`src/psc_pkg.sv`:
```
package psc_pkg;

    localparam int CLK_KHZ        = 25_000;
    localparam int CLK_NS         = 40;
    localparam int RESET_HOLD_MS  = 100;
    localparam int RESET_HOLD_CYC = RESET_HOLD_MS * CLK_KHZ;
    localparam int WD_STEP_MS     = 100;
    localparam int WD_STEP_CYC    = WD_STEP_MS * CLK_KHZ;
    localparam int TRIM_HZ        = 512;
    localparam int TRIM_HALF_CYC  = (CLK_KHZ * 1000) / (2 * TRIM_HZ);
    localparam int DEBOUNCE_NS    = 640;
    localparam int DEBOUNCE_CYC   = (DEBOUNCE_NS + CLK_NS - 1) / CLK_NS;
    localparam int HOLD_W         = 22;
    localparam int TRIM_W         = 15;
    localparam int DEB_W          = 4;

    // arbitrary bus address for the companion
    localparam logic [6:0] DEV_ID = 7'h5a;

    localparam logic [7:0] REG_FLAGS     = 8'h09;
    localparam logic [7:0] REG_WD        = 8'h0a;
    localparam logic [7:0] REG_CFG       = 8'h0b;
    localparam logic [7:0] REG_EVC       = 8'h0c;
    localparam logic [7:0] REG_EV1_LO    = 8'h0d;
    localparam logic [7:0] REG_EV1_HI    = 8'h0e;
    localparam logic [7:0] REG_EV2_LO    = 8'h0f;
    localparam logic [7:0] REG_EV2_HI    = 8'h10;
    localparam logic [7:0] REG_SID_FIRST = 8'h11;
    localparam logic [7:0] REG_SID_LAST  = 8'h18;

    localparam int FLG_WTR   = 7;
    localparam int FLG_POR   = 6;
    localparam int WD_ARM    = 7;
    localparam int CFG_LOCK  = 7;
    localparam int CFG_TRIP  = 0;
    localparam int EVC_POL1  = 0;
    localparam int EVC_POL2  = 1;
    localparam int EVC_CHAIN = 2;
    localparam int EVC_SNAP  = 3;

    localparam logic [3:0] KICK_CODE = 4'ha;
    localparam logic [4:0] WD_STOP   = 5'h1f;
    localparam logic [7:0] WD_RST    = 8'h00;
    localparam logic [7:0] CFG_RST   = 8'h00;
    localparam logic [3:0] EVC_RST   = 4'h0;

    // synchroniser lanes
    localparam int SY_SCL  = 0;
    localparam int SY_SDA  = 1;
    localparam int SY_RSTP = 2;
    localparam int SY_LOW  = 3;
    localparam int SY_FAIL = 4;
    localparam int SY_EV1  = 5;
    localparam int SY_EV2  = 6;
    localparam logic [6:0] SY_RST = 7'h07;

    typedef enum logic [3:0] {
        PSC_IDLE    = 4'h0,
        PSC_DEV_ID  = 4'h1,
        PSC_ID_ACK  = 4'h2,
        PSC_REG_PTR = 4'h3,
        PSC_PTR_ACK = 4'h4,
        PSC_WR_BYTE = 4'h5,
        PSC_WR_ACK  = 4'h6,
        PSC_RD_BYTE = 4'h7,
        PSC_RD_ACK  = 4'h8
    } psc_i2c_e;

    typedef struct packed {
        logic       en;
        logic [7:0] addr;
        logic [7:0] data;
    } psc_wr_s;

endpackage

```
`src/psc_supervisor.sv`:
```
`timescale 1ns/10ps
module psc_supervisor #(
    parameter int unsigned HOLD_CYC  = psc_pkg::RESET_HOLD_CYC,
    parameter int unsigned STEP_CYC  = psc_pkg::WD_STEP_CYC,
    parameter int unsigned TRIM_HALF = psc_pkg::TRIM_HALF_CYC
) (
    input  wire logic clk,
    input  wire logic rst_b,
    input  wire logic ce,
    input  wire logic scl_in,
    input  wire logic sda_in,
    output logic      sda_out,
    output logic      sda_oe,
    input  wire logic rst_pin_in,
    output logic      rst_pin_out,
    output logic      rst_pin_oe,
    input  wire logic supply_low_in,
    input  wire logic early_fail_in,
    input  wire logic trim_mode_in,
    input  wire logic event_in_1,
    input  wire logic event_in_2,
    output logic      trip_level_select,
    output logic      power_warn_or_trim_out
);

    logic [6:0]                    sy1_q;
    logic [6:0]                    sy2_q;
    logic [6:0]                    prev_q;
    logic                          scl_rise;
    logic                          scl_fall;
    logic                          start_det;
    logic                          stop_det;
    psc_pkg::psc_i2c_e             st_q;
    logic [3:0]                    bits_q;
    logic [7:0]                    shift_q;
    logic [7:0]                    tx_q;
    logic [7:0]                    ptr_q;
    logic                          rw_q;
    logic                          nack_q;
    logic                          sda_oe_q;
    psc_pkg::psc_wr_s              wr;
    logic [7:0]                    rd_data;
    logic [1:0]                    flags_q;
    logic [7:0]                    wd_setup_q;
    logic [7:0]                    cfg_q;
    logic [3:0]                    evc_q;
    logic [7:0]                    sid_q [0:7];
    logic [31:0]                   cnt_q;
    logic [31:0]                   snap_q;
    logic                          kick;
    logic                          wd_run;
    logic                          wd_expire;
    logic [psc_pkg::HOLD_W-1:0]    step_q;
    logic [4:0]                    ticks_q;
    logic [4:0]                    per_q;
    logic [4:0]                    limit;
    logic                          rst_drive_q;
    logic [psc_pkg::HOLD_W-1:0]    hold_q;
    logic [psc_pkg::DEB_W-1:0]     deb_q;
    logic                          man_trig;
    logic [psc_pkg::TRIM_W-1:0]    trim_q;
    logic                          sq_q;
    logic                          pwr_q;
    logic                          ev1;
    logic                          ev2;
    logic                          cnt_wr;

    function automatic logic is_sid(input logic [7:0] a);
        is_sid = (a >= psc_pkg::REG_SID_FIRST) && (a <= psc_pkg::REG_SID_LAST);
    endfunction

    function automatic logic is_cnt(input logic [7:0] a);
        is_cnt = (a >= psc_pkg::REG_EV1_LO) && (a <= psc_pkg::REG_EV2_HI);
    endfunction

    function automatic logic edge_of(input logic now, input logic was, input logic falling);
        edge_of = falling ? (was & ~now) : (now & ~was);
    endfunction

    function automatic logic supply_low_s();
        supply_low_s = sy2_q[psc_pkg::SY_LOW];
    endfunction

    // all pin inputs except trim_mode_in, and the analog indications, pass two flops first
    always_ff @(posedge clk or negedge rst_b)
        if (!rst_b)
        begin
            sy1_q  <= psc_pkg::SY_RST;
            sy2_q  <= psc_pkg::SY_RST;
            prev_q <= psc_pkg::SY_RST;
        end
        else if (ce)
        begin
            sy1_q  <= {event_in_2, event_in_1, early_fail_in, supply_low_in, rst_pin_in, sda_in, scl_in};
            sy2_q  <= sy1_q;
            prev_q <= sy2_q;
        end

    assign scl_rise  = ce & sy2_q[psc_pkg::SY_SCL] & ~prev_q[psc_pkg::SY_SCL];
    assign scl_fall  = ce & ~sy2_q[psc_pkg::SY_SCL] & prev_q[psc_pkg::SY_SCL];
    assign start_det = sy2_q[psc_pkg::SY_SCL] & prev_q[psc_pkg::SY_SDA] & ~sy2_q[psc_pkg::SY_SDA];
    assign stop_det  = sy2_q[psc_pkg::SY_SCL] & ~prev_q[psc_pkg::SY_SDA] & sy2_q[psc_pkg::SY_SDA];

    // two-wire slave; a driven reset forces it idle so nothing is acknowledged
    always_ff @(posedge clk or negedge rst_b)
        if (!rst_b)
        begin
            st_q     <= psc_pkg::PSC_IDLE;
            bits_q   <= 4'h0;
            shift_q  <= 8'h00;
            tx_q     <= 8'h00;
            ptr_q    <= 8'h00;
            rw_q     <= 1'b0;
            nack_q   <= 1'b0;
            sda_oe_q <= 1'b0;
        end
        else if (ce)
        begin
            if (rst_drive_q || stop_det)
            begin
                st_q     <= psc_pkg::PSC_IDLE;
                sda_oe_q <= 1'b0;
            end
            else if (start_det)
            begin
                st_q     <= psc_pkg::PSC_DEV_ID;
                bits_q   <= 4'h0;
                sda_oe_q <= 1'b0;
            end
            else if (scl_rise)
            begin
                case (st_q)
                    psc_pkg::PSC_DEV_ID, psc_pkg::PSC_REG_PTR, psc_pkg::PSC_WR_BYTE:
                    begin
                        shift_q <= {shift_q[6:0], sy2_q[psc_pkg::SY_SDA]};
                        bits_q  <= bits_q + 4'h1;
                    end
                    psc_pkg::PSC_RD_BYTE:
                        bits_q <= bits_q + 4'h1;
                    psc_pkg::PSC_RD_ACK:
                        nack_q <= sy2_q[psc_pkg::SY_SDA];
                    default:
                        ;
                endcase
            end
            else if (scl_fall)
            begin
                case (st_q)
                    psc_pkg::PSC_DEV_ID:
                        if (bits_q == 4'h8)
                        begin
                            if (shift_q[7:1] == psc_pkg::DEV_ID)
                            begin
                                sda_oe_q <= 1'b1;
                                rw_q     <= shift_q[0];
                                st_q     <= psc_pkg::PSC_ID_ACK;
                            end
                            else
                                st_q <= psc_pkg::PSC_IDLE;
                        end
                    psc_pkg::PSC_REG_PTR:
                        if (bits_q == 4'h8)
                        begin
                            ptr_q    <= shift_q;
                            sda_oe_q <= 1'b1;
                            st_q     <= psc_pkg::PSC_PTR_ACK;
                        end
                    psc_pkg::PSC_WR_BYTE:
                        if (bits_q == 4'h8)
                        begin
                            ptr_q    <= ptr_q + 8'h01;
                            sda_oe_q <= 1'b1;
                            st_q     <= psc_pkg::PSC_WR_ACK;
                        end
                    psc_pkg::PSC_ID_ACK, psc_pkg::PSC_RD_ACK:
                    begin
                        bits_q <= 4'h0;
                        if ((st_q == psc_pkg::PSC_RD_ACK) && nack_q)
                        begin
                            sda_oe_q <= 1'b0;
                            st_q     <= psc_pkg::PSC_IDLE;
                        end
                        else if ((st_q == psc_pkg::PSC_ID_ACK) && !rw_q)
                        begin
                            sda_oe_q <= 1'b0;
                            st_q     <= psc_pkg::PSC_REG_PTR;
                        end
                        else
                        begin
                            tx_q     <= rd_data;
                            sda_oe_q <= ~rd_data[7];
                            st_q     <= psc_pkg::PSC_RD_BYTE;
                        end
                    end
                    psc_pkg::PSC_PTR_ACK, psc_pkg::PSC_WR_ACK:
                    begin
                        sda_oe_q <= 1'b0;
                        bits_q   <= 4'h0;
                        st_q     <= psc_pkg::PSC_WR_BYTE;
                    end
                    psc_pkg::PSC_RD_BYTE:
                        if (bits_q == 4'h8)
                        begin
                            sda_oe_q <= 1'b0;
                            ptr_q    <= ptr_q + 8'h01;
                            st_q     <= psc_pkg::PSC_RD_ACK;
                        end
                        else
                        begin
                            tx_q     <= {tx_q[6:0], 1'b0};
                            sda_oe_q <= ~tx_q[6];
                        end
                    default:
                        ;
                endcase
            end
        end

    assign sda_oe  = sda_oe_q;
    assign sda_out = 1'b0;

    always_comb
    begin
        wr.en   = scl_fall && (st_q == psc_pkg::PSC_WR_BYTE) && (bits_q == 4'h8)
                  && !rst_drive_q && !stop_det && !start_det;
        wr.addr = ptr_q;
        wr.data = shift_q;
    end

    // counters always read from the snapshot so a multi-byte read is coherent
    always_comb
    begin
        if (ptr_q == psc_pkg::REG_FLAGS)
            rd_data = {flags_q, 6'h00};
        else if (ptr_q == psc_pkg::REG_WD)
            rd_data = wd_setup_q;
        else if (ptr_q == psc_pkg::REG_CFG)
            rd_data = cfg_q;
        else if (ptr_q == psc_pkg::REG_EVC)
            rd_data = {4'h0, evc_q};
        else if (is_cnt(ptr_q))
            rd_data = snap_q[8 * (ptr_q - psc_pkg::REG_EV1_LO) +: 8];
        else if (is_sid(ptr_q))
            rd_data = sid_q[3'(ptr_q - psc_pkg::REG_SID_FIRST)];
        else
            rd_data = 8'h00;
    end

    assign kick = wr.en && (wr.addr == psc_pkg::REG_FLAGS) && (wr.data[3:0] == psc_pkg::KICK_CODE);

    // sticky flags: hardware set beats a software clear in the same cycle
    always_ff @(posedge clk or negedge rst_b)
        if (!rst_b)
            flags_q <= 2'b00;
        else if (ce)
        begin
            if (supply_low_s())
                flags_q[0] <= 1'b1;
            else if (wr.en && (wr.addr == psc_pkg::REG_FLAGS) && !wr.data[psc_pkg::FLG_POR])
                flags_q[0] <= 1'b0;
            if (wd_expire)
                flags_q[1] <= 1'b1;
            else if (wr.en && (wr.addr == psc_pkg::REG_FLAGS) && !wr.data[psc_pkg::FLG_WTR])
                flags_q[1] <= 1'b0;
        end

    always_ff @(posedge clk or negedge rst_b)
        if (!rst_b)
        begin
            wd_setup_q <= psc_pkg::WD_RST;
            cfg_q      <= psc_pkg::CFG_RST;
            evc_q      <= psc_pkg::EVC_RST;
            for (int i = 0; i < 8; i++)
                sid_q[i] <= 8'h00;
        end
        else if (ce && wr.en)
        begin
            if (wr.addr == psc_pkg::REG_WD)
                wd_setup_q <= {wr.data[7], 2'b00, wr.data[4:0]};
            else if (wr.addr == psc_pkg::REG_CFG)
                cfg_q <= {cfg_q[psc_pkg::CFG_LOCK] | wr.data[7], wr.data[6:0]};
            else if (wr.addr == psc_pkg::REG_EVC)
                evc_q <= wr.data[3:0];
            else if (is_sid(wr.addr) && !cfg_q[psc_pkg::CFG_LOCK])
                sid_q[3'(wr.addr - psc_pkg::REG_SID_FIRST)] <= wr.data;
        end

    assign trip_level_select = cfg_q[psc_pkg::CFG_TRIP];

    // watchdog: held cleared when stopped, supply low or reset driven
    assign wd_run    = !supply_low_s() && !rst_drive_q && (wd_setup_q[4:0] != psc_pkg::WD_STOP);
    assign limit     = (per_q == 5'h00) ? 5'h01 : per_q;
    assign wd_expire = ce && wd_run && !kick && (step_q == psc_pkg::HOLD_W'(STEP_CYC - 1))
                       && ({1'b0, ticks_q} + 6'h01 >= {1'b0, limit});

    always_ff @(posedge clk or negedge rst_b)
        if (!rst_b)
        begin
            step_q  <= '0;
            ticks_q <= 5'h00;
            per_q   <= 5'h00;
        end
        else if (ce)
        begin
            if (!wd_run || kick)
            begin
                step_q  <= '0;
                ticks_q <= 5'h00;
                per_q   <= wd_setup_q[4:0];
            end
            else if (step_q == psc_pkg::HOLD_W'(STEP_CYC - 1))
            begin
                step_q  <= '0;
                ticks_q <= wd_expire ? 5'h00 : ticks_q + 5'h01;
            end
            else
                step_q <= step_q + 1'b1;
        end

    // own drive reads back low, so the debounce only counts while released
    assign man_trig = ce && !rst_drive_q && !sy2_q[psc_pkg::SY_RSTP]
                      && (deb_q == psc_pkg::DEB_W'(psc_pkg::DEBOUNCE_CYC - 1));

    always_ff @(posedge clk or negedge rst_b)
        if (!rst_b)
            deb_q <= '0;
        else if (ce)
        begin
            if (rst_drive_q || sy2_q[psc_pkg::SY_RSTP])
                deb_q <= '0;
            else if (deb_q != psc_pkg::DEB_W'(psc_pkg::DEBOUNCE_CYC - 1))
                deb_q <= deb_q + 1'b1;
        end

    always_ff @(posedge clk or negedge rst_b)
        if (!rst_b)
        begin
            rst_drive_q <= 1'b0;
            hold_q      <= '0;
        end
        else if (ce)
        begin
            if (supply_low_s() || (wd_expire && wd_setup_q[psc_pkg::WD_ARM]) || man_trig)
            begin
                rst_drive_q <= 1'b1;
                hold_q      <= psc_pkg::HOLD_W'(HOLD_CYC - 1);
            end
            else if (rst_drive_q)
            begin
                if (hold_q == '0)
                    rst_drive_q <= 1'b0;
                else
                    hold_q <= hold_q - 1'b1;
            end
        end

    assign rst_pin_oe  = rst_drive_q;
    assign rst_pin_out = 1'b0;

    // the square wave free-runs so entering trim mode needs no restart
    always_ff @(posedge clk or negedge rst_b)
        if (!rst_b)
        begin
            trim_q <= '0;
            sq_q   <= 1'b0;
            pwr_q  <= 1'b1;
        end
        else if (ce)
        begin
            if (trim_q == psc_pkg::TRIM_W'(TRIM_HALF - 1))
            begin
                trim_q <= '0;
                sq_q   <= ~sq_q;
            end
            else
                trim_q <= trim_q + 1'b1;
            pwr_q <= trim_mode_in ? sq_q : ~sy2_q[psc_pkg::SY_FAIL];
        end

    assign power_warn_or_trim_out = pwr_q;

    assign ev1    = edge_of(sy2_q[psc_pkg::SY_EV1], prev_q[psc_pkg::SY_EV1], evc_q[psc_pkg::EVC_POL1]);
    assign ev2    = edge_of(sy2_q[psc_pkg::SY_EV2], prev_q[psc_pkg::SY_EV2], evc_q[psc_pkg::EVC_POL2]);
    assign cnt_wr = wr.en && is_cnt(wr.addr);

    always_ff @(posedge clk or negedge rst_b)
        if (!rst_b)
            cnt_q <= 32'h0000_0000;
        else if (ce)
        begin
            if (cnt_wr)
                cnt_q[8 * (wr.addr - psc_pkg::REG_EV1_LO) +: 8] <= wr.data;
            else if (evc_q[psc_pkg::EVC_CHAIN])
                cnt_q <= cnt_q + {31'h0, ev1};
            else
            begin
                cnt_q[15:0]  <= cnt_q[15:0] + {15'h0, ev1};
                cnt_q[31:16] <= cnt_q[31:16] + {15'h0, ev2};
            end
        end

    always_ff @(posedge clk or negedge rst_b)
        if (!rst_b)
            snap_q <= 32'h0000_0000;
        else if (ce && wr.en && (wr.addr == psc_pkg::REG_EVC) && wr.data[psc_pkg::EVC_SNAP])
            snap_q <= cnt_q;
endmodule

```
`config.mk`:
```
export PLATFORM = sky130hd
export DESIGN_NAME = psc_supervisor
export DESIGN_NICKNAME = d
export VERILOG_FILES = /design/src/psc_pkg.sv /design/src/psc_supervisor.sv
export SDC_FILE = /design/constraint.sdc
export NUM_CORES = 1
export LEC_CHECK = 0
export BUFFER_PORTS_ARGS = -buffer_cell sky130_fd_sc_hd__buf_2
export CAP_MARGIN = 20
export CORE_ASPECT_RATIO = 1.4
export CORE_UTILIZATION = 58
export DETAILED_ROUTE_END_ITERATION = 12
export PLACE_DENSITY = 0.73
export SYNTH_ARGS = -nofsm -noshare
export SYNTH_HDL_FRONTEND = slang
export SYNTH_SLANG_ARGS = --single-unit
```
`constraint.sdc`:
```
create_clock -name clk -period 5.6 [get_ports clk]
set_input_delay 1.12 -clock clk [delete_from_list [all_inputs] [get_ports clk]]
set_output_delay 1.12 -clock clk [all_outputs]
set_load 0.01 [all_outputs]
```
# ---- Word level (Yosys, flattened, before mapping)
# Cells that the tools add are included.
dict set report totals {
  ff_bits 279
  input_bits 11
}
dict set report op_classes {
  add_sub_neg 14
  order_cmp 7
  n_eq_ne 34
  shifts 3
  n_mux 72
  bitwise_logic 32
  reduce_logical 85
}
# operator count
set ops {}
lappend ops {{22-bit 2-to-1 mux} 5}
lappend ops {{8-bit 2-to-1 mux} 11}
lappend ops {{64-bit bitwise mux} 1}
lappend ops {{32-bit 2-to-1 mux} 2}
lappend ops {{4-bit 2-to-1 mux} 15}
lappend ops {{32-bit negation with 34-bit output} 1}
lappend ops {{8-bit by 34-bit variable shift with 32-bit output, first input constant} 1}
lappend ops {{8-bit by 34-bit variable part select with 32-bit output} 1}
lappend ops {{32-bit by 33-bit variable part select with 8-bit output} 1}
lappend ops {{16-bit by 1-bit adder with 16-bit output} 2}
lappend ops {{32-bit by 1-bit adder with 32-bit output} 1}
lappend ops {{32-bit bitwise mux} 1}
lappend ops {{8-bit by 4-bit equality test with 1-bit output, second input constant} 4}
lappend ops {{1-bit logical AND} 29}
lappend ops {{8-bit binary-select mux with 3-bit select} 1}
lappend ops {{8-bit demux with 3-bit select} 1}
lappend ops {{4-bit case mux with 6 select lines} 1}
lappend ops {{8-bit AND reduction} 3}
lappend ops {{22-bit by 1-bit adder with 22-bit output, second input constant} 1}
lappend ops {{22-bit equality test, second input constant} 1}
lappend ops {{22-bit logical NOT} 1}
lappend ops {{22-bit by 1-bit subtractor with 22-bit output, second input constant} 1}
lappend ops {{7-bit 2-to-1 mux} 3}
lappend ops {{1-bit 2-to-1 mux} 20}
lappend ops {{other kinds (54)} 139}

# ---- Logic depth before layout (Yosys ltp)
# Gate-level depths: netlist of the first run.
dict set report depth {
  depth_word 19
  mapped_depth 21
  depth_no_buf 15
}

# ---- Least setup slack after synthesis of the first run
# No wires, ideal clock.
dict set report synth_timing {
  path_kind {register to register}
  from {register ptr_q[0]}
  to {register cnt_q[15]}
  arrival_time_ps 5073
  required_time_ps 5472
  path_slack_ps 398
  stages_incl_launch_ff 20
  synth_period_minus_slack_ps 5202
  cell_sequence {dfrtp_1 > buf_2 > buf_2 > buf_1 > inv_1 > ha_1 > buf_6 > nor4b_1 > o21ai_1 > a2111oi_2 > nand2_1 > ha_1 > nor4b_1 > nand4_1 > nor4_1 > nand4_1 > or4b_1 > clkbuf_1 > a221oi_1 > nor3_1}
}
dict set report synth_via {
  elab_chain_len 5
  word_cells_on_any_way 10
}
# element line
set synth_lines {}
lappend synth_lines {{from (decl)} psc_supervisor.sv:37} ;# logic [7:0] ptr_q;
lappend synth_lines {{from (signal assigned)} psc_supervisor.sv:164} ;# ptr_q <= shift_q;
lappend synth_lines {{from (signal assigned)} psc_supervisor.sv:171} ;# ptr_q <= ptr_q + 8'h01;
lappend synth_lines {{from (signal assigned)} psc_supervisor.sv:205} ;# ptr_q <= ptr_q + 8'h01;
lappend synth_lines {{8-bit by 4-bit subtractor with 9-bit output} psc_supervisor.sv:392} ;# cnt_q[8 * (wr.addr - psc_pkg::REG_EV1_LO) +: 8] <= wr.data;
lappend synth_lines {{32-bit negation with 34-bit output} psc_supervisor.sv:392}
lappend synth_lines {{8-bit by 34-bit variable part select with 32-bit output or 8-bit by 34-bit variable shift with 32-bit output (tied branches)} psc_supervisor.sv:392}
lappend synth_lines {{32-bit bitwise mux} psc_supervisor.sv:392}
lappend synth_lines {{32-bit 2-to-1 mux (*)} psc_supervisor.sv:391} ;# if (cnt_wr)
lappend synth_lines {{to (signal, indexed assignment)} psc_supervisor.sv:392}
lappend synth_lines {{to (signal assigned)} psc_supervisor.sv:394} ;# cnt_q <= cnt_q + {31'h0, ev1};
lappend synth_lines {{to (signal assigned)} psc_supervisor.sv:397} ;# cnt_q[15:0] <= cnt_q[15:0] + {15'h0, ev1};
lappend synth_lines {{to (decl)} psc_supervisor.sv:48} ;# logic [31:0] cnt_q;
# Mark *: on every way between the ends. The rest lies on a longest branch, timed or not.
# A chain may end at the register's enable or synchronous reset.

# ---- Worst setup path after layout of the first run
# Same ends and word-level chain as after synthesis.

==> results of run 1 <==
-- metal layers --
layer  GRT usage, %  up-vias
li1               -     5584
met1           34.4     5840
met2           50.6      399
met3           3.48      133
met4           18.5        0
met5              0        -
-- synth_stat cells (all sizes together) (7+ instances only) --
cell and n:
nand4 27, buf 20, nand2b 14, and3 22, or4 10, nand2 140, o211ai 8, mux2i 16
nor2 112, o221ai 7, inv 39, or2 15, xor2 29, nand3b 8, o21ai 78, nand3 74
xnor2 31, a31oi 12, a21oi 63, o211a 7, o22ai 9, dfstp 9, nor4 27, o31ai 8
nor3 55, o2bb2ai 7, a221oi 10, mux4 16, mux2 145, clkbuf 71, and2 11, dfrtp 267
or3 17, a22oi 8, a21o 8, a211oi 11, ha 29
-- cells by family (layout without fill, tap and decap cells) --
logic type / after synthesis / after routing / synth area share (%)
DFF: 276 / 276 / 44.8
buffers and inverters: 130 / 131 / 3.49
and+or+nand+nor: 575 / 575 / 19.4
other: 1 / 2 / 0.0243
xor gates and xnor gates: 61 / 61 / 3.55
muxes: 177 / 177 / 14.0
adders and majority gates: 29 / 29 / 2.35
AOI/OAI and AO/OA: 284 / 284 / 12.4
-- per-stage QoR --
stage	hold slack, ns	std cells
floorplan	0.441	1534
finish	0.474	1859
global placement	0.461	1807
global route	0.495	1859
CTS	0.478	1858
detailed placement	0.468	1807
-- worst max-delay path, stage by stage, from the launching register on --
cell       delay [ns]
dfrtp_2          0.41
inv_1            0.16
ha_1             0.36
nor4b_1          0.49
o21ai_1          0.16
a2111oi_2        0.52
nand2_1          0.25
ha_1             0.37
nor4b_1          0.26
nand4_1          0.16
nor4_1           0.29
nand4_1          0.32
or4b_1           0.77
a221oi_1         0.30
nor3_1           0.09
-- area by class of cell --
type	instances	area, um^2
multi-input combinational	1128	7980
timing repair buffer	41	295
clock inverter	4	76.3
clock buffer	47	913
fill	2071	9360
tap	324	405
inverter	39	146
sequential	276	6920
-- worst min-delay path by stage --
stage / cells past startpoint / from / end
final: 1 / sq_q / sq_q
after global routing: 1 / sq_q / sq_q
after CTS: 1 / sq_q / sq_q
after detailed placement: 1 / sq_q / sq_q
after global placement: 2 / evc_q[3] / evc_q[3]
after floorplan: 1 / sq_q / sq_q
-- flip-flops by register name, indices dropped and copies added, names as in the netlist, 4 cells and up --
| name | flops |
|---|---|
| sid_q | 64 |
| cnt_q | 32 |
| snap_q | 32 |
| hold_q | 22 |
| step_q | 22 |
| trim_q | 15 |
| cfg_q | 8 |
| ptr_q | 8 |
| shift_q | 8 |
| sy1_q | 7 |
| sy2_q | 7 |
| tx_q | 7 |
| wd_setup_q | 6 |
| per_q | 5 |
| ticks_q | 5 |
| bits_q | 4 |
| deb_q | 4 |
| evc_q | 4 |
| prev_q | 4 |
| st_q | 4 |
-- placed cells by master (no fill, tap or decap), drive strengths merged, types with 10 or more instances in the layout --
| cell | count |
|---|---|
| dfrtp | 267 |
| mux2 | 145 |
| nand2 | 140 |
| nor2 | 112 |
| o21ai | 78 |
| nand3 | 74 |
| a21oi | 63 |
| nor3 | 55 |
| clkbuf | 48 |
| buf | 40 |
| inv | 39 |
| xnor2 | 31 |
| ha | 29 |
| xor2 | 29 |
| nand4 | 27 |
| nor4 | 27 |
| and3 | 22 |
| or3 | 17 |
| mux2i | 16 |
| mux4 | 16 |
| or2 | 15 |
| nand2b | 14 |
| a31oi | 12 |
| a211oi | 11 |
| and2 | 11 |
| or4 | 10 |
| a221oi | 10 |
-- power by group through the flow --
stage               Combinational (mW)  Sequential, mW  Clock [mW]
floorplan                        0.289            2.21           0
global placement                 0.385            2.26           0
detailed placement               0.399            2.27           0
CTS                              0.403            2.23        2.02
global route                     0.455            2.25        2.08
finish                           0.398            2.24        1.98
==> flow_metrics.tcl, run 1 <==
set metrics [dict create \
    outcome "finished clean" \
    finalHoldViolations 0 \
    rr_worst_depth 14 \
    cts_made_buffers 28 \
    clkLatencyLatePin_ns 0.57 \
    gp_congestion 0.935 \
    cts.sinks 276 \
    synthToLayoutAreaGrowth_pct 8.50 \
    worst_clock_skew_ns 0.0282 \
    yosysTopAreaCell "dfrtp_1" \
    antenna_cells 0 \
    yosysWarnings 0 \
    grt_pass1_vias 12100 \
    final_nets 1554 \
    yosys_register_bits 276 \
    timing.reg2reg.setup_slack_ns 0.56 \
    cap_violations 0 \
    combPwrFrac_pct 8.6 \
    worstSetupEndpoint "cnt_q[15]" \
    rsz0062_at_grt "no" \
    min_period_ns 5.04 \
    rows 70 \
    cts_resized 0 \
    design_area_um2 16700 \
    port_buffers 14 \
    yosys.cell_types.count 90 \
    cts_buffer_depth 3 \
    max_slew_margin_pct 30.5 \
    seqPwrFrac_pct 48.4 \
    clkPwrFrac_pct 43.0 \
    grt_max_degree 108 \
    syn_area_um2 15400 \
    setup_ws_ns 0.560 \
    pre_cts_slack_ns 0.669 \
    arrival_ns 5.48 \
    placed_cell_area_um2 15700 \
    ys.flop_type "dfrtp_1" \
    powerDensity_nw_per_um2 276 \
    switchingPower_mw 1.16 \
    cts-root-buf "clkbuf_16" \
    cp-startpoint "ptr_q[0]" \
    worst_pin_slew_ns 1.04 \
    first_pass_iters 5 \
    core-area_um2 26100 \
    highest_layer "met4" \
    ant_nets 0 \
    postSynthCellCount 1533 \
    avgSynthCellArea_um2 10.1 \
    swShare_pct 25.2 \
    synth_edf_count 0 \
    die-area_um2 27300 \
    clkTransAtPathRegs_ns 0.07 \
    worst-path-max-fanout 11 \
    intPower_mw 3.45 \
    drive_above_1_share_pct 19.4 \
    synth_top_area_share_pct 43.3 \
    setup_viol 0 \
    setup_tns_ns 0 \
    totalWireLength_um 39000 \
    leakage_nw 7.21 \
    drt_iter0_markers 850 \
    max_freq_ghz 0.198 \
    grt_util_all_layers_pct 29.2 \
    cp.required_ns 6.04 \
    reg2reg_from "ptr_q[0]" \
    cts_hold_buf 0 \
    overflow 0 \
    seq_area_frac_synth_pct 44.8 \
    ir_drop_mv 0.268 \
    post-cts-setup-buffer-count 0 \
    wl_met2_um 19300 \
    cts_tree "yes" \
    fin_crit_sh_pct 90.0 \
    h-tree-depth 1 \
    crit_type "flip-flop to flip-flop" \
    io_pins 17 \
    die_width_um 140 \
    antenna_found_initial 0 \
    wl_per_cell_um 21.0 \
    finalPower_mw 4.62 \
    r2r_end "cnt_q[15]" \
    slew_violations 0 \
    drc 0 \
    finalCoreUtilization_pct 64.1 \
    dr_total_vias 12000 \
    start_kind "flip-flop" \
    synthTopCellsByArea "dfrtp_1 (43%), mux2_2 (11%), nand2_1 (3.4%)" \
    dp_hpwl_um 27000 \
    async_reset_ff_share_pct 100 \
    via_per_inst 6.43 \
    grt_pass1_wl_um 62800 \
    endpoint_kind "flip-flop" \
    start_util_pct 59.1 \
    holdCritPathClass "flip-flop to flip-flop" \
    met3WireLength_um 2060 \
    drt-met1-wl_um 15200 \
    dieHeight_um 195 \
]
Power figures use the tool's default switching activity.
==> run 2: changes to the inputs <==
--- a/config.mk
+++ b/config.mk
@@ -8,9 +8,9 @@
 export BUFFER_PORTS_ARGS = -buffer_cell sky130_fd_sc_hd__buf_2
 export CAP_MARGIN = 20
 export CORE_ASPECT_RATIO = 1.4
-export CORE_UTILIZATION = 58
+export CORE_UTILIZATION = 60
 export DETAILED_ROUTE_END_ITERATION = 12
-export PLACE_DENSITY = 0.73
+export PLACE_DENSITY = 0.72
 export SYNTH_ARGS = -nofsm -noshare
 export SYNTH_HDL_FRONTEND = slang
 export SYNTH_SLANG_ARGS = --single-unit
==> constraint.sdc (replaced) <==
create_clock -name clk -period 6.25 [get_ports clk]
set_input_delay 1.25 -clock clk [delete_from_list [all_inputs] [get_ports clk]]
set_output_delay 1.25 -clock clk [all_outputs]
set_load 0.01 [all_outputs]
==> run 2 against run 1 <==
Net effect: first-iteration DRC count shrank 2.0%; sequential share of layout area grew 0.23 points; critical path depth is the same; register-to-register slack gained 0.24 ns; clock skew grew 0.0046 ns; hold slack gained 0.0074 ns.
==> flow_metrics.tcl, run 2 (same netlist as run 1, synthesis figures left out) <==
set metrics [dict create \
    outcome "finished clean" \
    crit_type "flip-flop to flip-flop" \
    ir_drop_mv 0.297 \
    endpoint_kind "flip-flop" \
    finalCoreUtilization_pct 65.8 \
    cts_resized 0 \
    min_period_ns 5.45 \
    max_freq_ghz 0.184 \
    cts.sinks 276 \
    drive_above_1_share_pct 19.4 \
    h-tree-depth 1 \
    rsz0062_at_grt "no" \
    worst-path-max-fanout 19 \
    dr_total_vias 12000 \
    top_register "sid_q" \
    wl_per_cell_um 21.0 \
    port_buffers 14 \
    cp-startpoint "ptr_q[1]" \
    setup_tns_ns 0 \
    layout_commonest_cell "dfrtp_1" \
    setup_viol 0 \
    gp_congestion 0.964 \
    largest_reg_flops 64 \
    final_nets 1552 \
    r2r_end "cnt_q[15]" \
    cts_made_buffers 28 \
    io_pins 17 \
    slew_violations 0 \
    synthToLayoutAreaGrowth_pct 7.91 \
    timing.reg2reg.setup_slack_ns 0.80 \
    leakage_nw 7.18 \
    clkTransAtPathRegs_ns 0.07 \
    antenna_cells 0 \
    drt_iter0_markers 833 \
    min_path_cells 2 \
    antenna_found_initial 0 \
    fin_crit_sh_pct 87.1 \
    die-area_um2 26400 \
    cts_tree "yes" \
    finalHoldViolations 0 \
    cts_buffer_depth 3 \
    max_slew_margin_pct 30.7 \
    arrival_ns 5.87 \
    holdCritPathClass "flip-flop to flip-flop" \
    top_regs "sid_q (64), cnt_q (32), snap_q (32)" \
    dieHeight_um 192 \
    reg2reg_from "ptr_q[1]" \
    start_util_pct 61.0 \
    grt_util_all_layers_pct 30.4 \
    most-common-layout-cells "dfrtp_1 (266), mux2_2 (145), nand2_1 (140)" \
    drc 0 \
    dp_hpwl_um 26700 \
    grt_max_degree 121 \
    fillCellCount 2060 \
    first_pass_iters 6 \
    cp.required_ns 6.67 \
    worst_clock_skew_ns 0.0328 \
    grt_pass1_vias 11800 \
    via_per_inst 6.48 \
    worst_pin_slew_ns 1.04 \
    start_kind "flip-flop" \
    hold_end "tx_q[0]" \
    grt_pass1_wl_um 62000 \
    clkLatencyLatePin_ns 0.57 \
    post-cts-setup-buffer-count 0 \
    rows 69 \
    cts-root-buf "clkbuf_16" \
    core-area_um2 25300 \
    die_width_um 138 \
    cap_violations 0 \
    overflow 0 \
    hp-start "tx_q[0]" \
    cts_hold_buf 0 \
    totalWireLength_um 38800 \
    rr_worst_depth 14 \
    ant_nets 0 \
    powerDensity_nw_per_um2 242 \
]
==> run 2: worst max-delay path by stage <==
stage | to | slack, ns | depth (start not counted)
final | cnt_q[15] | 0.80 | 14
after global routing | cnt_q[12] | 0.39 | 14
after global placement | cnt_q[15] | 1.05 | 14
after detailed placement | cnt_q[15] | 0.94 | 14
after floorplan | cnt_q[15] | 1.05 | 19
after CTS | cnt_q[15] | 0.87 | 14
==> run 2: worst max-delay path, stage by stage, from the launching register on <==
cell       delay, ns
dfrtp_1         0.63
inv_1           0.15
ha_1            0.43
nor4b_1         0.49
o21ai_1         0.15
a2111oi_2       0.54
nand2_1         0.25
ha_1            0.37
nor4b_1         0.24
nand4_1         0.16
nor4_1          0.30
nand4_1         0.37
or4b_1          0.80
a221oi_1        0.32
nor3_1          0.07
==> run 2: area by class of cell <==
class | count | area (um^2) | share of cell area (%)
sequential | 276 | 6920 | 41.6
inverter | 39 | 146 | 0.879
clock buffer | 41 | 830 | 4.98
tap | 319 | 399 | 2.40
timing repair buffer | 39 | 280 | 1.68
multi-input combinational | 1128 | 7980 | 48.0
clock inverter | 10 | 90.1 | 0.541
==> run 2: where the power goes <==
group	internal, mW	switching, mW	leakage, nW
combinational	0.142	0.213	3.08
clock	0.959	0.713	0.461
sequential	1.88	0.125	3.64
==> run 2: metrics by stage <==
step           power (mW)  worst slack (ns)  std cells  area, um^2  hold WS [ns]
2_1_floorplan        2.24              1.05       1534       15400         0.441
6_report             4.03             0.804       1852       16600         0.482
3_5_place_dp         2.39             0.945       1800       15700         0.470
3_3_place_gp         2.38              1.05       1800       15700         0.459
4_1_cts              4.06             0.870       1851       16600         0.483
5_1_grt              4.19             0.391       1852       16600         0.515
==> run 2: metal layers <==
metal  vias to the layer above  GRT usage (%)  part of all wire [%]
met3                       129           4.28                   5.3
li1                       5567              -                     -
met5                         -              0                     0
met1                      5939           36.1                    39
met2                       371           51.9                    49
met4                         0           17.7                   5.9
